<file path="src/verilog/spcs_pkg.sv">
// Constants and carrier types of the serial port control and status block
package spcs_pkg;

  // ---------------------------------------------------------------------------
  // Register byte offsets on APB
  // ---------------------------------------------------------------------------
  localparam logic [7:0] OFS_DATA = 8'h00, OFS_STATUS = 8'h04, OFS_CTRL = 8'h08;
  localparam logic [7:0] OFS_FORMAT = 8'h0C, OFS_BAUDH = 8'h10, OFS_BAUDL = 8'h14;

  // ---------------------------------------------------------------------------
  // Field positions
  // ---------------------------------------------------------------------------
  // serial_status_control
  localparam int B_RXC = 7, B_TXC = 6, B_BUFFER_EMPTY_FLAG = 5, B_FE = 4;
  localparam int B_DOR = 3, B_UPE = 2, B_DSPD = 1, B_AFM = 0;
  // serial_irq_enable_control
  localparam int B_RXIE = 7, B_TXIE = 6, B_BEIE = 5, B_RXON = 4;
  localparam int B_TXON = 3, B_CSZM = 2, B_RECEIVED_NINTH_BIT = 1, B_TRANSMIT_NINTH_BIT = 0;
  // serial_frame_format
  localparam int B_SYNC = 6, B_PAR = 4, B_STOP = 3, B_CSZL = 1, B_CPOL = 0;
  // baud_divisor_high
  localparam int B_BAUDH = 0;

  // ---------------------------------------------------------------------------
  // Reset values
  // ---------------------------------------------------------------------------
  localparam logic [7:0] RST_STATUS = 8'h20, RST_CTRL = 8'h00, RST_FORMAT = 8'h06;
  localparam logic [7:0] RST_BAUDH = 8'h00, RST_BAUDL = 8'h00;

  // ---------------------------------------------------------------------------
  // Encodings and ratios
  // ---------------------------------------------------------------------------
  localparam logic [2:0] CSZ_9 = 3'h7;
  localparam logic [4:0] OVS_NORMAL = 5'h10, OVS_DOUBLE = 5'h08, OVS_SYNC = 5'h02;

  typedef enum logic [2:0] {RX_IDLE, RX_START, RX_DATA, RX_PAR, RX_STOP} spcs_rx_st_t;

  // One received character with its error marks
  typedef struct packed {
    logic       fe;
    logic       pe;
    logic [8:0] data;
  } spcs_rx_ent_t;

  // Complete state of the block
  typedef struct packed {
    logic                    pready;
    logic                    pslverr;
    logic [31:0]             prdata;
    logic                    rx_ie;
    logic                    tx_ie;
    logic                    be_ie;
    logic                    rx_on;
    logic                    tx_on_req;
    logic                    csz_msb;
    logic                    tx_b8;
    logic                    sync;
    logic [1:0]              par;
    logic                    stop2;
    logic [1:0]              csz_low;
    logic                    cpol;
    logic                    dspd;
    logic                    afm;
    logic [11:0]             baud;
    logic [11:0]             presc;
    logic                    tick;
    logic [8:0]              tx_buf;
    logic                    tx_full;
    logic                    tx_busy;
    logic [12:0]             tx_sr;
    logic [3:0]              tx_left;
    logic [4:0]              tx_ph;
    logic                    transmit_done_flag;
    logic                    tx_pin;
    logic                    txd;
    logic                    txd_oe_n;
    logic                    transfer_clock_pin;
    logic                    xck_oe_n;
    spcs_rx_st_t             rx_st;
    logic [4:0]              rx_ph;
    logic [3:0]              rx_cnt;
    logic [8:0]              rx_sr;
    logic                    rx_pbit;
    logic                    rx_drop;
    spcs_rx_ent_t [1:0]      rx_mem;
    logic [1:0]              rx_fill;
    logic                    rx_rd;
    spcs_rx_ent_t            rx_hold;
    logic                    rx_hold_v;
    logic                    overrun_flag;
    logic                    irq_rx;
    logic                    irq_txc;
    logic                    irq_be;
  } spcs_state_t;

endpackage

</file>
<file path="src/verilog/spcs_top.sv">
// Serial port control, status, frame and baud logic behind an APB slave
// Functional notes
// - Transmit-done sets when the frame has left and no character is buffered.
// - Transmit-done clears on interrupt acknowledge or a written one.
// - Buffer-empty reads one while the transmit buffer can take data; set at reset.
// - Frame error reports a zero first stop bit of the next unread character.
// - Overrun flags when buffer full, a character waits, and a start arrives.
// - Parity error reports a mismatch of the next unread character when checking.
// - Double speed cuts the divider from 16 to 8, asynchronous mode only.
// - Address filtering discards data frames; transmitter unaffected.
// - Each interrupt needs its enable, the global enable and its flag.
// - Receiver on owns the pin; off flushes buffer and error flags.
// - Transmitter owns its pin; disable waits until shifter and buffer empty.
// - Mode select zero is asynchronous, one synchronous.
// - Parity field: off, reserved, even, odd; generate and check when enabled.
// - Stop select gives one or two transmitted stop bits; receiver ignores it.
// - Character size codes give 5 to 8 bits or 9 bits.
// - Clock polarity picks the transfer clock edges for change and sample.
// - Divisor is 12 bits; a low byte write reloads the prescaler at once.
// - Receive-complete shows that unread characters remain in the buffer.
// - Data writes while the buffer is not empty are ignored.
// - Receive buffer is a two-entry queue advanced by data reads.
// - Frame-type bit is the first stop bit, or the ninth bit for 9-bit frames.
//
// Chosen here: register access over APB and the placing of the registers.
`timescale 1ns/1ps
module spcs_top (
  // Clock and reset
  input  wire logic       pclk,
  input  wire logic       presetn,
  // APB slave
  input  wire logic       psel,
  input  wire logic       penable,
  input  wire logic       pwrite,
  input  wire logic [7:0] paddr,
  input  wire logic [31:0] pwdata,
  output logic [31:0]     prdata,
  output logic            pready,
  output logic            pslverr,
  // Processor interrupt context
  input  wire logic       cpu_global_irq_enable,
  input  wire logic       txc_irq_ack,
  output logic            receive_irq,
  output logic            transmit_done_irq,
  output logic            buffer_empty_irq,
  // Serial pins
  input  wire logic       rxd_in,
  output logic            rxd_owned,
  output logic            txd_out,
  output logic            txd_oe_n,
  output logic            transfer_clock_pin_out,
  output logic            transfer_clock_pin_oe_n
);

  // ---------------------------------------------------------------------------
  // State and decode
  // ---------------------------------------------------------------------------
  spcs_pkg::spcs_state_t  s;
  spcs_pkg::spcs_state_t  n;
  spcs_pkg::spcs_rx_ent_t head;
  spcs_pkg::spcs_rx_ent_t ent;
  logic                   acc;
  logic                   wr;
  logic                   rd_data;
  logic                   wr_data;
  logic                   wr_baudl;
  logic [2:0]             csz;
  logic [3:0]             nbits;
  logic [4:0]             ovs;
  logic                   par_en;
  logic [12:0]            txf;
  logic [3:0]             txlen;
  logic                   pbit;
  logic                   ftype;
  logic                   receive_complete_flag;
  logic [4:0]             rx_lim;
  logic                   idx;
  logic [31:0]            rdmux;
  logic                   mapped;

  // Access completes in the cycle pready is shown
  assign acc      = psel & penable & s.pready;
  assign wr       = acc & pwrite;
  assign wr_data  = wr & (paddr == spcs_pkg::OFS_DATA);
  assign wr_baudl = wr & (paddr == spcs_pkg::OFS_BAUDL);
  assign rd_data  = acc & ~pwrite & (paddr == spcs_pkg::OFS_DATA);

  // Character size decode
  // Reserved codes fall back to eight bits rather than stall the link
  assign csz    = {s.csz_msb, s.csz_low};
  assign nbits  = (csz == spcs_pkg::CSZ_9) ? 4'h9 :
                  (csz[2] ? 4'h8 : (4'h5 + {2'b00, csz[1:0]}));
  // Ticks per bit; double speed only in asynchronous mode
  assign ovs    = s.sync ? spcs_pkg::OVS_SYNC :
                  (s.dspd ? spcs_pkg::OVS_DOUBLE : spcs_pkg::OVS_NORMAL);
  // Parity enabled by the upper field bit
  assign par_en = s.par[1];
  assign txlen  = 4'h1 + nbits + {3'b000, par_en} + (s.stop2 ? 4'h2 : 4'h1);
  assign receive_complete_flag    = (s.rx_fill != 2'b00);
  assign head   = s.rx_mem[s.rx_rd];
  // Start state samples mid-bit, later states one bit apart
  assign rx_lim = (s.rx_st == spcs_pkg::RX_START) ? ({1'b0, ovs[4:1]} - 5'h01)
                                                  : (ovs - 5'h01);

  // ---------------------------------------------------------------------------
  // Read multiplexer
  // ---------------------------------------------------------------------------
  // Error flags show only while a character is present
  always_comb begin
    mapped = 1'b1;
    case (paddr)
      spcs_pkg::OFS_DATA:   rdmux = {24'h000000, receive_complete_flag ? head.data[7:0] : 8'h00};
      // Status view of the head character
      spcs_pkg::OFS_STATUS: rdmux = {24'h000000, receive_complete_flag, s.transmit_done_flag, ~s.tx_full, head.fe & receive_complete_flag,
                                     s.overrun_flag, head.pe & receive_complete_flag, s.dspd, s.afm};
      spcs_pkg::OFS_CTRL:   rdmux = {24'h000000, s.rx_ie, s.tx_ie, s.be_ie, s.rx_on,
                                     s.tx_on_req, s.csz_msb, head.data[8] & receive_complete_flag, s.tx_b8};
      spcs_pkg::OFS_FORMAT: rdmux = {24'h000000, 1'b0, s.sync, s.par, s.stop2,
                                     s.csz_low, s.cpol};
      spcs_pkg::OFS_BAUDH:  rdmux = {24'h000000, 4'h0, s.baud[11:8]};
      spcs_pkg::OFS_BAUDL:  rdmux = {24'h000000, s.baud[7:0]};
      default: begin
        rdmux  = 32'h00000000;
        mapped = 1'b0;
      end
    endcase
  end

  // ---------------------------------------------------------------------------
  // Next state
  // ---------------------------------------------------------------------------
  always_comb begin
    n     = s;
    txf   = '1;
    pbit  = 1'b0;
    ent   = '0;
    ftype = 1'b0;
    idx   = 1'b0;
    // Zero-wait answer: ready in every access phase
    n.pready  = psel & ~penable;
    n.pslverr = psel & ~penable & ~mapped;
    if (psel && !penable) begin
      n.prdata = rdmux;
    end
    if (txc_irq_ack) begin
      n.transmit_done_flag = 1'b0;
    end
    // Register writes; error flag positions of status are not writable
    if (wr) begin
      case (paddr)
        spcs_pkg::OFS_STATUS: begin
          if (pwdata[spcs_pkg::B_TXC]) begin
            n.transmit_done_flag = 1'b0;
          end
          n.dspd = pwdata[spcs_pkg::B_DSPD];
          n.afm  = pwdata[spcs_pkg::B_AFM];
        end
        spcs_pkg::OFS_CTRL: begin
          n.rx_ie     = pwdata[spcs_pkg::B_RXIE];
          n.tx_ie     = pwdata[spcs_pkg::B_TXIE];
          n.be_ie     = pwdata[spcs_pkg::B_BEIE];
          n.rx_on     = pwdata[spcs_pkg::B_RXON];
          n.tx_on_req = pwdata[spcs_pkg::B_TXON];
          n.csz_msb   = pwdata[spcs_pkg::B_CSZM];
          n.tx_b8     = pwdata[spcs_pkg::B_TRANSMIT_NINTH_BIT];
        end
        spcs_pkg::OFS_FORMAT: begin
          n.sync    = pwdata[spcs_pkg::B_SYNC];
          n.par     = pwdata[spcs_pkg::B_PAR +: 2];
          n.stop2   = pwdata[spcs_pkg::B_STOP];
          n.csz_low = pwdata[spcs_pkg::B_CSZL +: 2];
          n.cpol    = pwdata[spcs_pkg::B_CPOL];
        end
        spcs_pkg::OFS_BAUDH: n.baud[11:8] = pwdata[spcs_pkg::B_BAUDH +: 4];
        spcs_pkg::OFS_BAUDL: n.baud[7:0] = pwdata[7:0];
        default: n.baud = s.baud;
      endcase
    end
    // Prescaler: period of divisor plus one, reloaded by low write
    if (wr_baudl) begin
      n.presc = {s.baud[11:8], pwdata[7:0]};
      n.tick  = 1'b0;
    end else if (s.presc == 12'h000) begin
      n.presc = s.baud;
      n.tick  = 1'b1;
    end else begin
      n.presc = s.presc - 12'h001;
      n.tick  = 1'b0;
    end
    // Buffer takes a character only when empty; ninth bit was set before
    if (wr_data && !s.tx_full) begin
      n.tx_buf  = {s.tx_b8, pwdata[7:0]};
      n.tx_full = 1'b1;
    end
    // Frame image: start, data, parity, then ones for stop bits
    for (int i = 0; i < 9; i++) begin
      if (i < nbits) begin
        txf[i + 1] = s.tx_buf[i];
        pbit       = pbit ^ s.tx_buf[i];
      end
    end
    txf[0] = 1'b0;
    if (par_en) begin
      txf[nbits + 4'h1] = pbit ^ s.par[0];
    end
    // Load only while the transmitter still owns its pin
    if (s.tx_pin && !s.tx_busy && s.tx_full) begin
      n.txd     = txf[0];
      n.tx_sr   = {1'b1, txf[12:1]};
      n.tx_left = txlen - 4'h1;
      n.tx_ph   = 5'h00;
      n.tx_busy = 1'b1;
      n.tx_full = 1'b0;
    end else if (s.tx_busy && s.tick) begin
      if (s.tx_ph == ovs - 5'h01) begin
        n.tx_ph = 5'h00;
        if (s.tx_left == 4'h0) begin
          n.tx_busy = 1'b0;
          n.txd     = 1'b1;
          // Done only when nothing waits behind this frame
          if (!s.tx_full) begin
            n.transmit_done_flag = 1'b1;
          end
        end else begin
          n.txd     = s.tx_sr[0];
          n.tx_sr   = {1'b1, s.tx_sr[12:1]};
          n.tx_left = s.tx_left - 4'h1;
        end
      end else begin
        n.tx_ph = s.tx_ph + 5'h01;
      end
    end
    // Pin held until pending and ongoing frames are out
    n.tx_pin   = s.tx_on_req | (s.tx_pin & (s.tx_busy | s.tx_full));
    n.txd_oe_n = ~n.tx_pin;
    // Transfer clock leads each bit with the data-change edge
    n.transfer_clock_pin      = (s.sync && n.tx_busy) ? ((n.tx_ph == 5'h00) ^ s.cpol) : s.cpol;
    n.xck_oe_n = ~(s.sync & n.tx_pin);
    // A data read pops the head; the overrun mark goes with it
    if (rd_data && receive_complete_flag) begin
      n.rx_rd   = ~s.rx_rd;
      n.rx_fill = s.rx_fill - 2'b01;
      n.overrun_flag     = 1'b0;
    end
    // Waiting shift-register character moves up once room appears
    if (s.rx_hold_v && n.rx_fill != 2'b10) begin
      idx             = n.rx_rd ^ n.rx_fill[0];
      n.rx_mem[idx]   = s.rx_hold;
      n.rx_fill       = n.rx_fill + 2'b01;
      n.rx_hold_v     = 1'b0;
    end
    // Receiver sequencer
    case (s.rx_st)
      spcs_pkg::RX_IDLE: begin
        if (!rxd_in) begin
          n.rx_st   = spcs_pkg::RX_START;
          n.rx_ph   = 5'h00;
          n.rx_cnt  = 4'h0;
          n.rx_sr   = 9'h000;
          // Start bit with no place left for this frame
          n.rx_drop = (s.rx_fill == 2'b10) & s.rx_hold_v;
          if ((s.rx_fill == 2'b10) && s.rx_hold_v) begin
            n.overrun_flag = 1'b1;
          end
        end
      end
      default: begin
        if (s.tick) begin
          n.rx_ph = (s.rx_ph == rx_lim) ? 5'h00 : (s.rx_ph + 5'h01);
        end
        if (s.tick && s.rx_ph == rx_lim) begin
          case (s.rx_st)
            // False start: line back high at mid-bit
            spcs_pkg::RX_START: n.rx_st = rxd_in ? spcs_pkg::RX_IDLE : spcs_pkg::RX_DATA;
            spcs_pkg::RX_DATA: begin
              n.rx_sr[s.rx_cnt] = rxd_in;
              n.rx_cnt          = s.rx_cnt + 4'h1;
              if (s.rx_cnt == nbits - 4'h1) begin
                n.rx_st = par_en ? spcs_pkg::RX_PAR : spcs_pkg::RX_STOP;
              end
            end
            spcs_pkg::RX_PAR: begin
              n.rx_pbit = rxd_in;
              n.rx_st   = spcs_pkg::RX_STOP;
            end
            default: begin
              // Only the first stop bit is looked at
              n.rx_st  = spcs_pkg::RX_IDLE;
              // Frame error from a low first stop bit
              ent.fe   = ~rxd_in;
              // Mismatch against even or odd, only with checking on
              ent.pe   = par_en & ((^s.rx_sr ^ s.rx_pbit) != s.par[0]);
              ent.data = s.rx_sr;
              // Frame type from ninth bit or first stop bit
              ftype    = (csz == spcs_pkg::CSZ_9) ? s.rx_sr[8] : rxd_in;
              // Data frames dropped while address filtering
              if (!s.rx_drop && !(s.afm && !ftype)) begin
                if (n.rx_fill != 2'b10) begin
                  idx           = n.rx_rd ^ n.rx_fill[0];
                  n.rx_mem[idx] = ent;
                  n.rx_fill     = n.rx_fill + 2'b01;
                end else begin
                  n.rx_hold   = ent;
                  n.rx_hold_v = 1'b1;
                end
              end
            end
          endcase
        end
      end
    endcase
    // Receiver off flushes the queue and its error marks
    if (!s.rx_on) begin
      n.rx_st     = spcs_pkg::RX_IDLE;
      n.rx_fill   = 2'b00;
      n.rx_hold_v = 1'b0;
      n.overrun_flag       = 1'b0;
    end
    // Requests need own enable, global enable and flag
    n.irq_rx  = n.rx_ie & cpu_global_irq_enable & (n.rx_fill != 2'b00);
    n.irq_txc = n.tx_ie & cpu_global_irq_enable & n.transmit_done_flag;
    n.irq_be  = n.be_ie & cpu_global_irq_enable & ~n.tx_full;
  end

  // ---------------------------------------------------------------------------
  // State register
  // ---------------------------------------------------------------------------
  // Package constants and idle-high txd and output enables under reset; the rest of the reset image is zero
  always_ff @(posedge pclk or negedge presetn) begin
    if (!presetn) begin
      s            <= '0;
      s.tx_full    <= ~spcs_pkg::RST_STATUS[spcs_pkg::B_BUFFER_EMPTY_FLAG];
      s.rx_ie      <= spcs_pkg::RST_CTRL[spcs_pkg::B_RXIE];
      s.csz_low    <= spcs_pkg::RST_FORMAT[spcs_pkg::B_CSZL +: 2];
      s.baud       <= {spcs_pkg::RST_BAUDH[3:0], spcs_pkg::RST_BAUDL};
      s.txd        <= 1'b1;
      s.txd_oe_n   <= 1'b1;
      s.xck_oe_n   <= 1'b1;
    end else begin
      s <= n;
    end
  end

  // Outputs straight from the state register
  assign prdata                  = s.prdata;
  assign pready                  = s.pready;
  assign pslverr                 = s.pslverr;
  assign receive_irq             = s.irq_rx;
  assign transmit_done_irq       = s.irq_txc;
  assign buffer_empty_irq        = s.irq_be;
  // Receive pin taken over while the receiver is on
  assign rxd_owned               = s.rx_on;
  assign txd_out                 = s.txd;
  assign txd_oe_n                = s.txd_oe_n;
  assign transfer_clock_pin_out  = s.transfer_clock_pin;
  assign transfer_clock_pin_oe_n = s.xck_oe_n;
endmodule // spcs_top

</file>
<file path="config.mk">
export PLATFORM = sky130hd
export DESIGN_NAME = spcs_top
export DESIGN_NICKNAME = d
export VERILOG_FILES = /design/src/verilog/spcs_pkg.sv /design/src/verilog/spcs_top.sv
export SDC_FILE = /design/constraint.sdc
export NUM_CORES = 1
export LEC_CHECK = 0
export BUFFER_PORTS_ARGS = -buffer_cell sky130_fd_sc_hd__buf_4
export CAP_MARGIN = 15
export CORE_UTILIZATION = 54
export DETAILED_ROUTE_END_ITERATION = 10
export HOLD_SLACK_MARGIN = 0.08
export PLACE_DENSITY_LB_ADDON = 0.3
export SLEW_MARGIN = 20
export SYNTH_ARGS = -nofsm -noshare
export SYNTH_HDL_FRONTEND = slang
export SYNTH_SLANG_ARGS = --single-unit
</file>
<file path="constraint.sdc">
create_clock -name pclk -period 3.2 [get_ports pclk]
set_clock_uncertainty 0.05 [all_clocks]
set_input_delay 0.8 -clock pclk [delete_from_list [all_inputs] [get_ports pclk]]
set_output_delay 0.8 -clock pclk [all_outputs]
set_load 0.05 [all_outputs]
</file>
# Word level (Yosys, flattened, before mapping)
# Index checks and enable logic that the tools add are counted.
[op_classes]
bitwise_logic = 49
n_mux = 104
add_sub_neg = 16
n_lt_le_gt_ge = 18
n_eq_ne = 21
n_reduce_logical = 50
[ops]
columns = ["operator", "count"]
rows = [
  ["$mux W24", 7],
  ["$mux W13", 4],
  ["$mux W1", 49],
  ["$pmux W8 S6", 1],
  ["$bwmux W22", 2],
  ["$mux W11", 4],
  ["$mux W21", 2],
  ["$mux W5", 6],
  ["$mux W28", 1],
  ["$mux W23", 1],
  ["$and A1 B1 Y1", 22],
  ["$demux W11 S1", 2],
  ["$mux W18", 1],
  ["$mux W17", 1],
  ["$eq A8 B4 Y1 const B", 2],
  ["$eq A8 B5 Y1 const B", 2],
  ["$logic_and A1 B1 Y1", 16],
  ["$lt A3 B4 Y1 const A", 4],
  ["$mux W8", 2],
  ["$reduce_and A2 Y1", 8],
  ["$mux W3", 5],
  ["$mux W14", 1],
  ["$mux W7", 2],
  ["$reduce_bool A2 Y1", 7],
  ["50 further kinds", 106],
]
[totals]
input_bits = 48
output_inout_bits = 42
register_bits = 178

# Logic depth before layout (Yosys ltp)
[logic_depth]
ltp_word = 28
ltp_mapped = 16
mapped_depth_nobuf = 15

# Worst setup path after synthesis
# No wires, ideal clock.
[synth_path]
path_kind = "in2reg"
startpoint = "input paddr[4]"
endpoint = "register s[21] (netlist name)"
n_path_buf = 1
cell_stages = 13
t_required_ps = 3013
setup_ps = 137
slack_ps = -438
arrival_time_ps = 3452
cell_sequence = "nor4_1 > nand4_1 > xnor2_1 > ha_1 > nor2b_1 > o21ai_0 > inv_1 > ha_1 > nor2b_1 > nand4_1 > clkbuf_1 > nor2_1 > a21oi_1"
[synth_rtl]
columns = ["element", "line", "rtl"]
rows = [
  ["start: declaration", "spcs_top.sv:35", "input wire logic [7:0] paddr,"],
  ["end signal: assignment", "spcs_top.sv:340", "s <= n;"],
  ["end: declaration", "spcs_top.sv:58", "spcs_pkg::spcs_state_t s;"],
]

# Worst setup path after layout
[layout_path]
startpoint = "register s, in the netlist csz[1]"
endpoint = "register s[86] (netlist name)"
[layout_via]
elab_chain_cells = 25
elab_cells_between_ends = 41
cone_classes = "add/sub (2); order compare (11); eq/ne (1); mux (17); bitwise (9); reduce/logical (1)"
[layout_lines]
columns = ["element", "line", "rtl"]
rows = [
  ["$add A3 B2 Y4", "spcs_top.sv:92", "(csz[2] ? 4'h8 : (4'h5 + {2'b00, csz[1:0]}));"],
  ["$mux W4", "spcs_top.sv:92", ""],
  ["$mux W4 *", "spcs_top.sv:91", "assign nbits = (csz == spcs_pkg::CSZ_9) ? 4'h9 :"],
  ["$lt A1 B4 Y1", "spcs_top.sv:197", "if (i < nbits) begin"],
  ["$mux W1", "spcs_top.sv:197", ""],
  ["$xor A1 B1 Y1", "spcs_top.sv:199", "pbit = pbit ^ s.tx_buf[i];"],
  ["$mux W1", "spcs_top.sv:197", ""],
  ["$xor A1 B1 Y1", "spcs_top.sv:199", ""],
  ["[... 9 more ...]", "-", ""],
  ["$xor A1 B1 Y1", "spcs_top.sv:199", ""],
  ["$mux W1", "spcs_top.sv:197", ""],
  ["$xor A1 B1 Y1", "spcs_top.sv:199", ""],
  ["$mux W1", "spcs_top.sv:197", ""],
  ["$xor A1 B1 Y1", "spcs_top.sv:204", "txf[nbits + 4'h1] = pbit ^ s.par[0];"],
  ["$bwmux W13", "spcs_top.sv:204", ""],
  ["$mux W13 *", "spcs_top.sv:203", "if (par_en) begin"],
  ["$mux W23 *", "spcs_top.sv:207", "if (s.tx_pin && !s.tx_busy && s.tx_full) begin"],
]
# Every way passes the cells marked *; elsewhere a longest branch is shown, timed or not.
# A chain may end at the register's enable or synchronous reset.

==> results.md <==
* Area of the multi-input gates at 4520 sq um
* Wire per inst at 17.5 um
* Main combinational cell family by area after synthesis: simple AND/OR/NAND/NOR gates
* Grt total ovfl at 0
* Hold_buf cts at 0
* RSZ-0062 raised after global routing: false
* First-pass GRT wire length at 33700 um
* Mux contribution to synthesized area at 0.116
* Post-route ant nets at 0
* Fin crit share at 0.942
* Total Power at 4440 uW
* WP data required at 3500 ps
* Initial core utilization at 0.555
* Top Usage Layer GRT: met2
* Setup CP Type: reg2reg
* Full die area at 16900 sq um
* Diode count at 0
* Pre-Repair DR Iteration Count at 5
* CP arrival at 3320 ps
* Synth Area in Adders at 0.0461
* Leak pwr at 0.00478 uW
* Buffer count from post-CTS setup fixing at 0
* Synth Area in XOR/XNOR at 0.0471
* Crit path depth at 14
* Gpl congestion at 0.865
* Register area at 3860 sq um
* CP max-delay cell: dfstp_2
* Crit path launch: csz[1]
* Placement row count at 46
* Netlist cell types at 81
* Crit path time final at 3020 ps
* Run status: finished, final reports clean
* Post-synth EDFFs at 0
* Worst path max stage delay at 560 ps
* CP Capture Type: flip-flop
* Core Box Area at 15900 sq um
* R2r setup slk at 180 ps
* Number of max-cap violations at 0
* Iter 0 DRT Violations at 405
* Clk buf depth at 2
* Crit path capture: s[86]
* Share of cells above drive strength 1 at 0.214
* Vias in the first global route at 6527
* Hold WC Path Type: in2async
* Simple-gate share of the synthesized area at 0.152
* H-tree levels at 4
* Seq/Total Area, Yosys at 0.436
* Ys flop type: dfrtp_1
* TritonCTS clock tree: built
* Critical-path cell list: ha_1 -> nand2_1 -> o21a_2 -> inv_1 -> ha_1 -> inv_1 -> ha_1 -> nor2b_1 -> xnor2_1 -> xnor3_1 -> xnor2_2 -> buf_4 -> o21a_1 -> o22ai_1
* Final hold violations at 0
* Die width at 130 um
* Synth top area share at 0.421
* Met3 GRT Util at 0.0537
* R2R Path Start: csz[1]
* Clock sinks at 154
* Tot GR Track Use at 0.264
* Dpl hpwl at 14900 um
* Final worst slack at 185 ps
* Cell Area, Synth at 8850 sq um
* Synth Register Bits at 154
* Slew Viols, Final at 0
* Die height at 130 um
* Total Routed Length at 20400 um
* Syn Inst Count at 878
* PwrDens at 439 nW/um^2
* Initial antenna violation count at 0
* Synth Area in Compound Gates at 0.130
* Met1 usage at 0.361
* Placement Setup Slack at -136 ps
* Vias per Instance at 5.68
* Synth top area cells: dfrtp_1 42%, mux2_2 6.0%, mux2i_1 5.5%, ha_1 4.4%, xnor2_1 3.3%
* Max transition margin at 0.507
* Layout area overhead at 14.1%
* Skew-Pair Late Insertion Delay at 430 ps
* Largest net degree at the start of global routing at 64
* CP dominant cell by count: ha_1
* # DRC at 0
* Async S/R FF share, synth at 1.00
* Reg clk slew, reported paths at 70 ps
* VDD IR-drop max at 0.376 mV
* Max Fclk at 332 MHz
* Most frequent cells in the layout: 149 x dfrtp_1, 89 x buf_4, 73 x nand2_1
* Syn Area/Cell at 10.1 sq um
* CTS buffer count at 17
* Via count at 6634
* CP Launch Type: flip-flop
* Worst-Margin Slew at 732 ps
* Port Buffers at 41
* Warnings from Yosys at 0
* Finish-stage setup viols at 0
* IO Pins at 90
* Yosys top cell by area: dfrtp_1
* Crit path max fanout at 5
* Root buffer cell: clkbuf_16
* Crit path buffers/inverters at 3
* Leading cell type in the layout, fill and taps excluded: dfrtp_1
* Grt met2 use at 0.425
* Worst reg2reg endpoint: s[86]
* Final Net Count at 1019
* Crit path max-delay family: XOR/XNOR gates
* Fill cells at 1317
* Reg2reg path depth at 14
[timing repair]
action / 4_1_cts / 5_1_grt
endpoints found under the hold margin: 0 / 0
setup endpoints to repair: 0 / 8
resized for setup: 0 / 4
[worst min path at each step]
stage	from	to	depth (start not counted)
2_1_floorplan	s[91]	s[91]	1
3_3_place_gp	s[89]	s[89]	1
3_5_place_dp	s[91]	s[91]	1
4_1_cts	presetn	s[115]	1
5_1_grt	presetn	s[115]	1
6_report	presetn	s[115]	1
[kinds of logic after synthesis]
| family | count (synthesis) |
|---|---|
| simple gates | 254 |
| buf+inv | 112 |
| fa+ha+maj | 32 |
| xor+xnor | 46 |
| mux | 97 |
| flops | 154 |
| other cells | 1 |
| compound gates | 182 |
[final cells by class]
type,count,share of cell area
clock buffer,18,0.0425
clock inverter,14,0.0160
inverter,39,0.0145
multi-input combinational,635,0.447
sequential,154,0.382
tap,216,0.0267
timing repair buffer,92,0.0712
[power breakdown]
| part | leakage [uW] | internal (uW) | switching (uW) |
|---|---|---|---|
| Sequential | 0.00205 | 2000 | 51.8 |
| Combinational | 0.00246 | 113 | 240 |
| Clock | 0.000272 | 1170 | 871 |
[synthesized netlist by cell type (5+ instances only)]
library cell and n:
a22oi_1 12, nor4b_1 5, a31oi_1 11, and2_1 7, o21a_1 8, mux2i_1 49, o21ai_0 45, clkbuf_1 24
nand2_1 73, dfrtp_1 149, nor2_1 65, a211oi_1 6, xor2_1 12, dfstp_2 5, a21oi_1 52, ha_1 31
buf_4 33, nand2b_1 9, buf_2 5, nor4_1 8, mux2_2 47, nand4_1 5, and3_1 11, xnor2_1 33
nand3_1 16, inv_1 39, nor2b_1 6, o22ai_1 9, nor3_1 11
[stage by stage]
step	util	std cells	instance area [sq um]	hold slack, ps	setup TNS [ps]
floorplan	-	901	9030	389	-1300
global placement	0.596	1136	9500	412	-1570
detailed placement	0.596	1136	9500	415	-2620
CTS	0.633	1168	10100	315	0
global route	0.634	1168	10100	323	0
finish	0.634	1168	10100	287	0
[registers in the layout, summed over array words and instances, names as in the netlist]
| signal | cells |
|---|---|
| buffer_empty_irq | 1 |
| csz | 3 |
| par_en | 1 |
| prdata | 8 |
| pready | 1 |
| pslverr | 1 |
| receive_irq | 1 |
| rxd_owned | 1 |
| s | 132 |
| transfer_clock_pin_oe_n | 1 |
| transfer_clock_pin_out | 1 |
| transmit_done_irq | 1 |
| txd_oe_n | 1 |
| txd_out | 1 |
[per-layer routing]
metal / routed length, um / share of wire / vias to the layer above
met1: 9390 / 0.46 / 3239
met4: 350 / 0.017 / 0
met5: 0 / 0 / -
li1: - / - / 3189
met2: 9690 / 0.47 / 182
met3: 990 / 0.048 / 24
(Power assumes the default switching activity.)
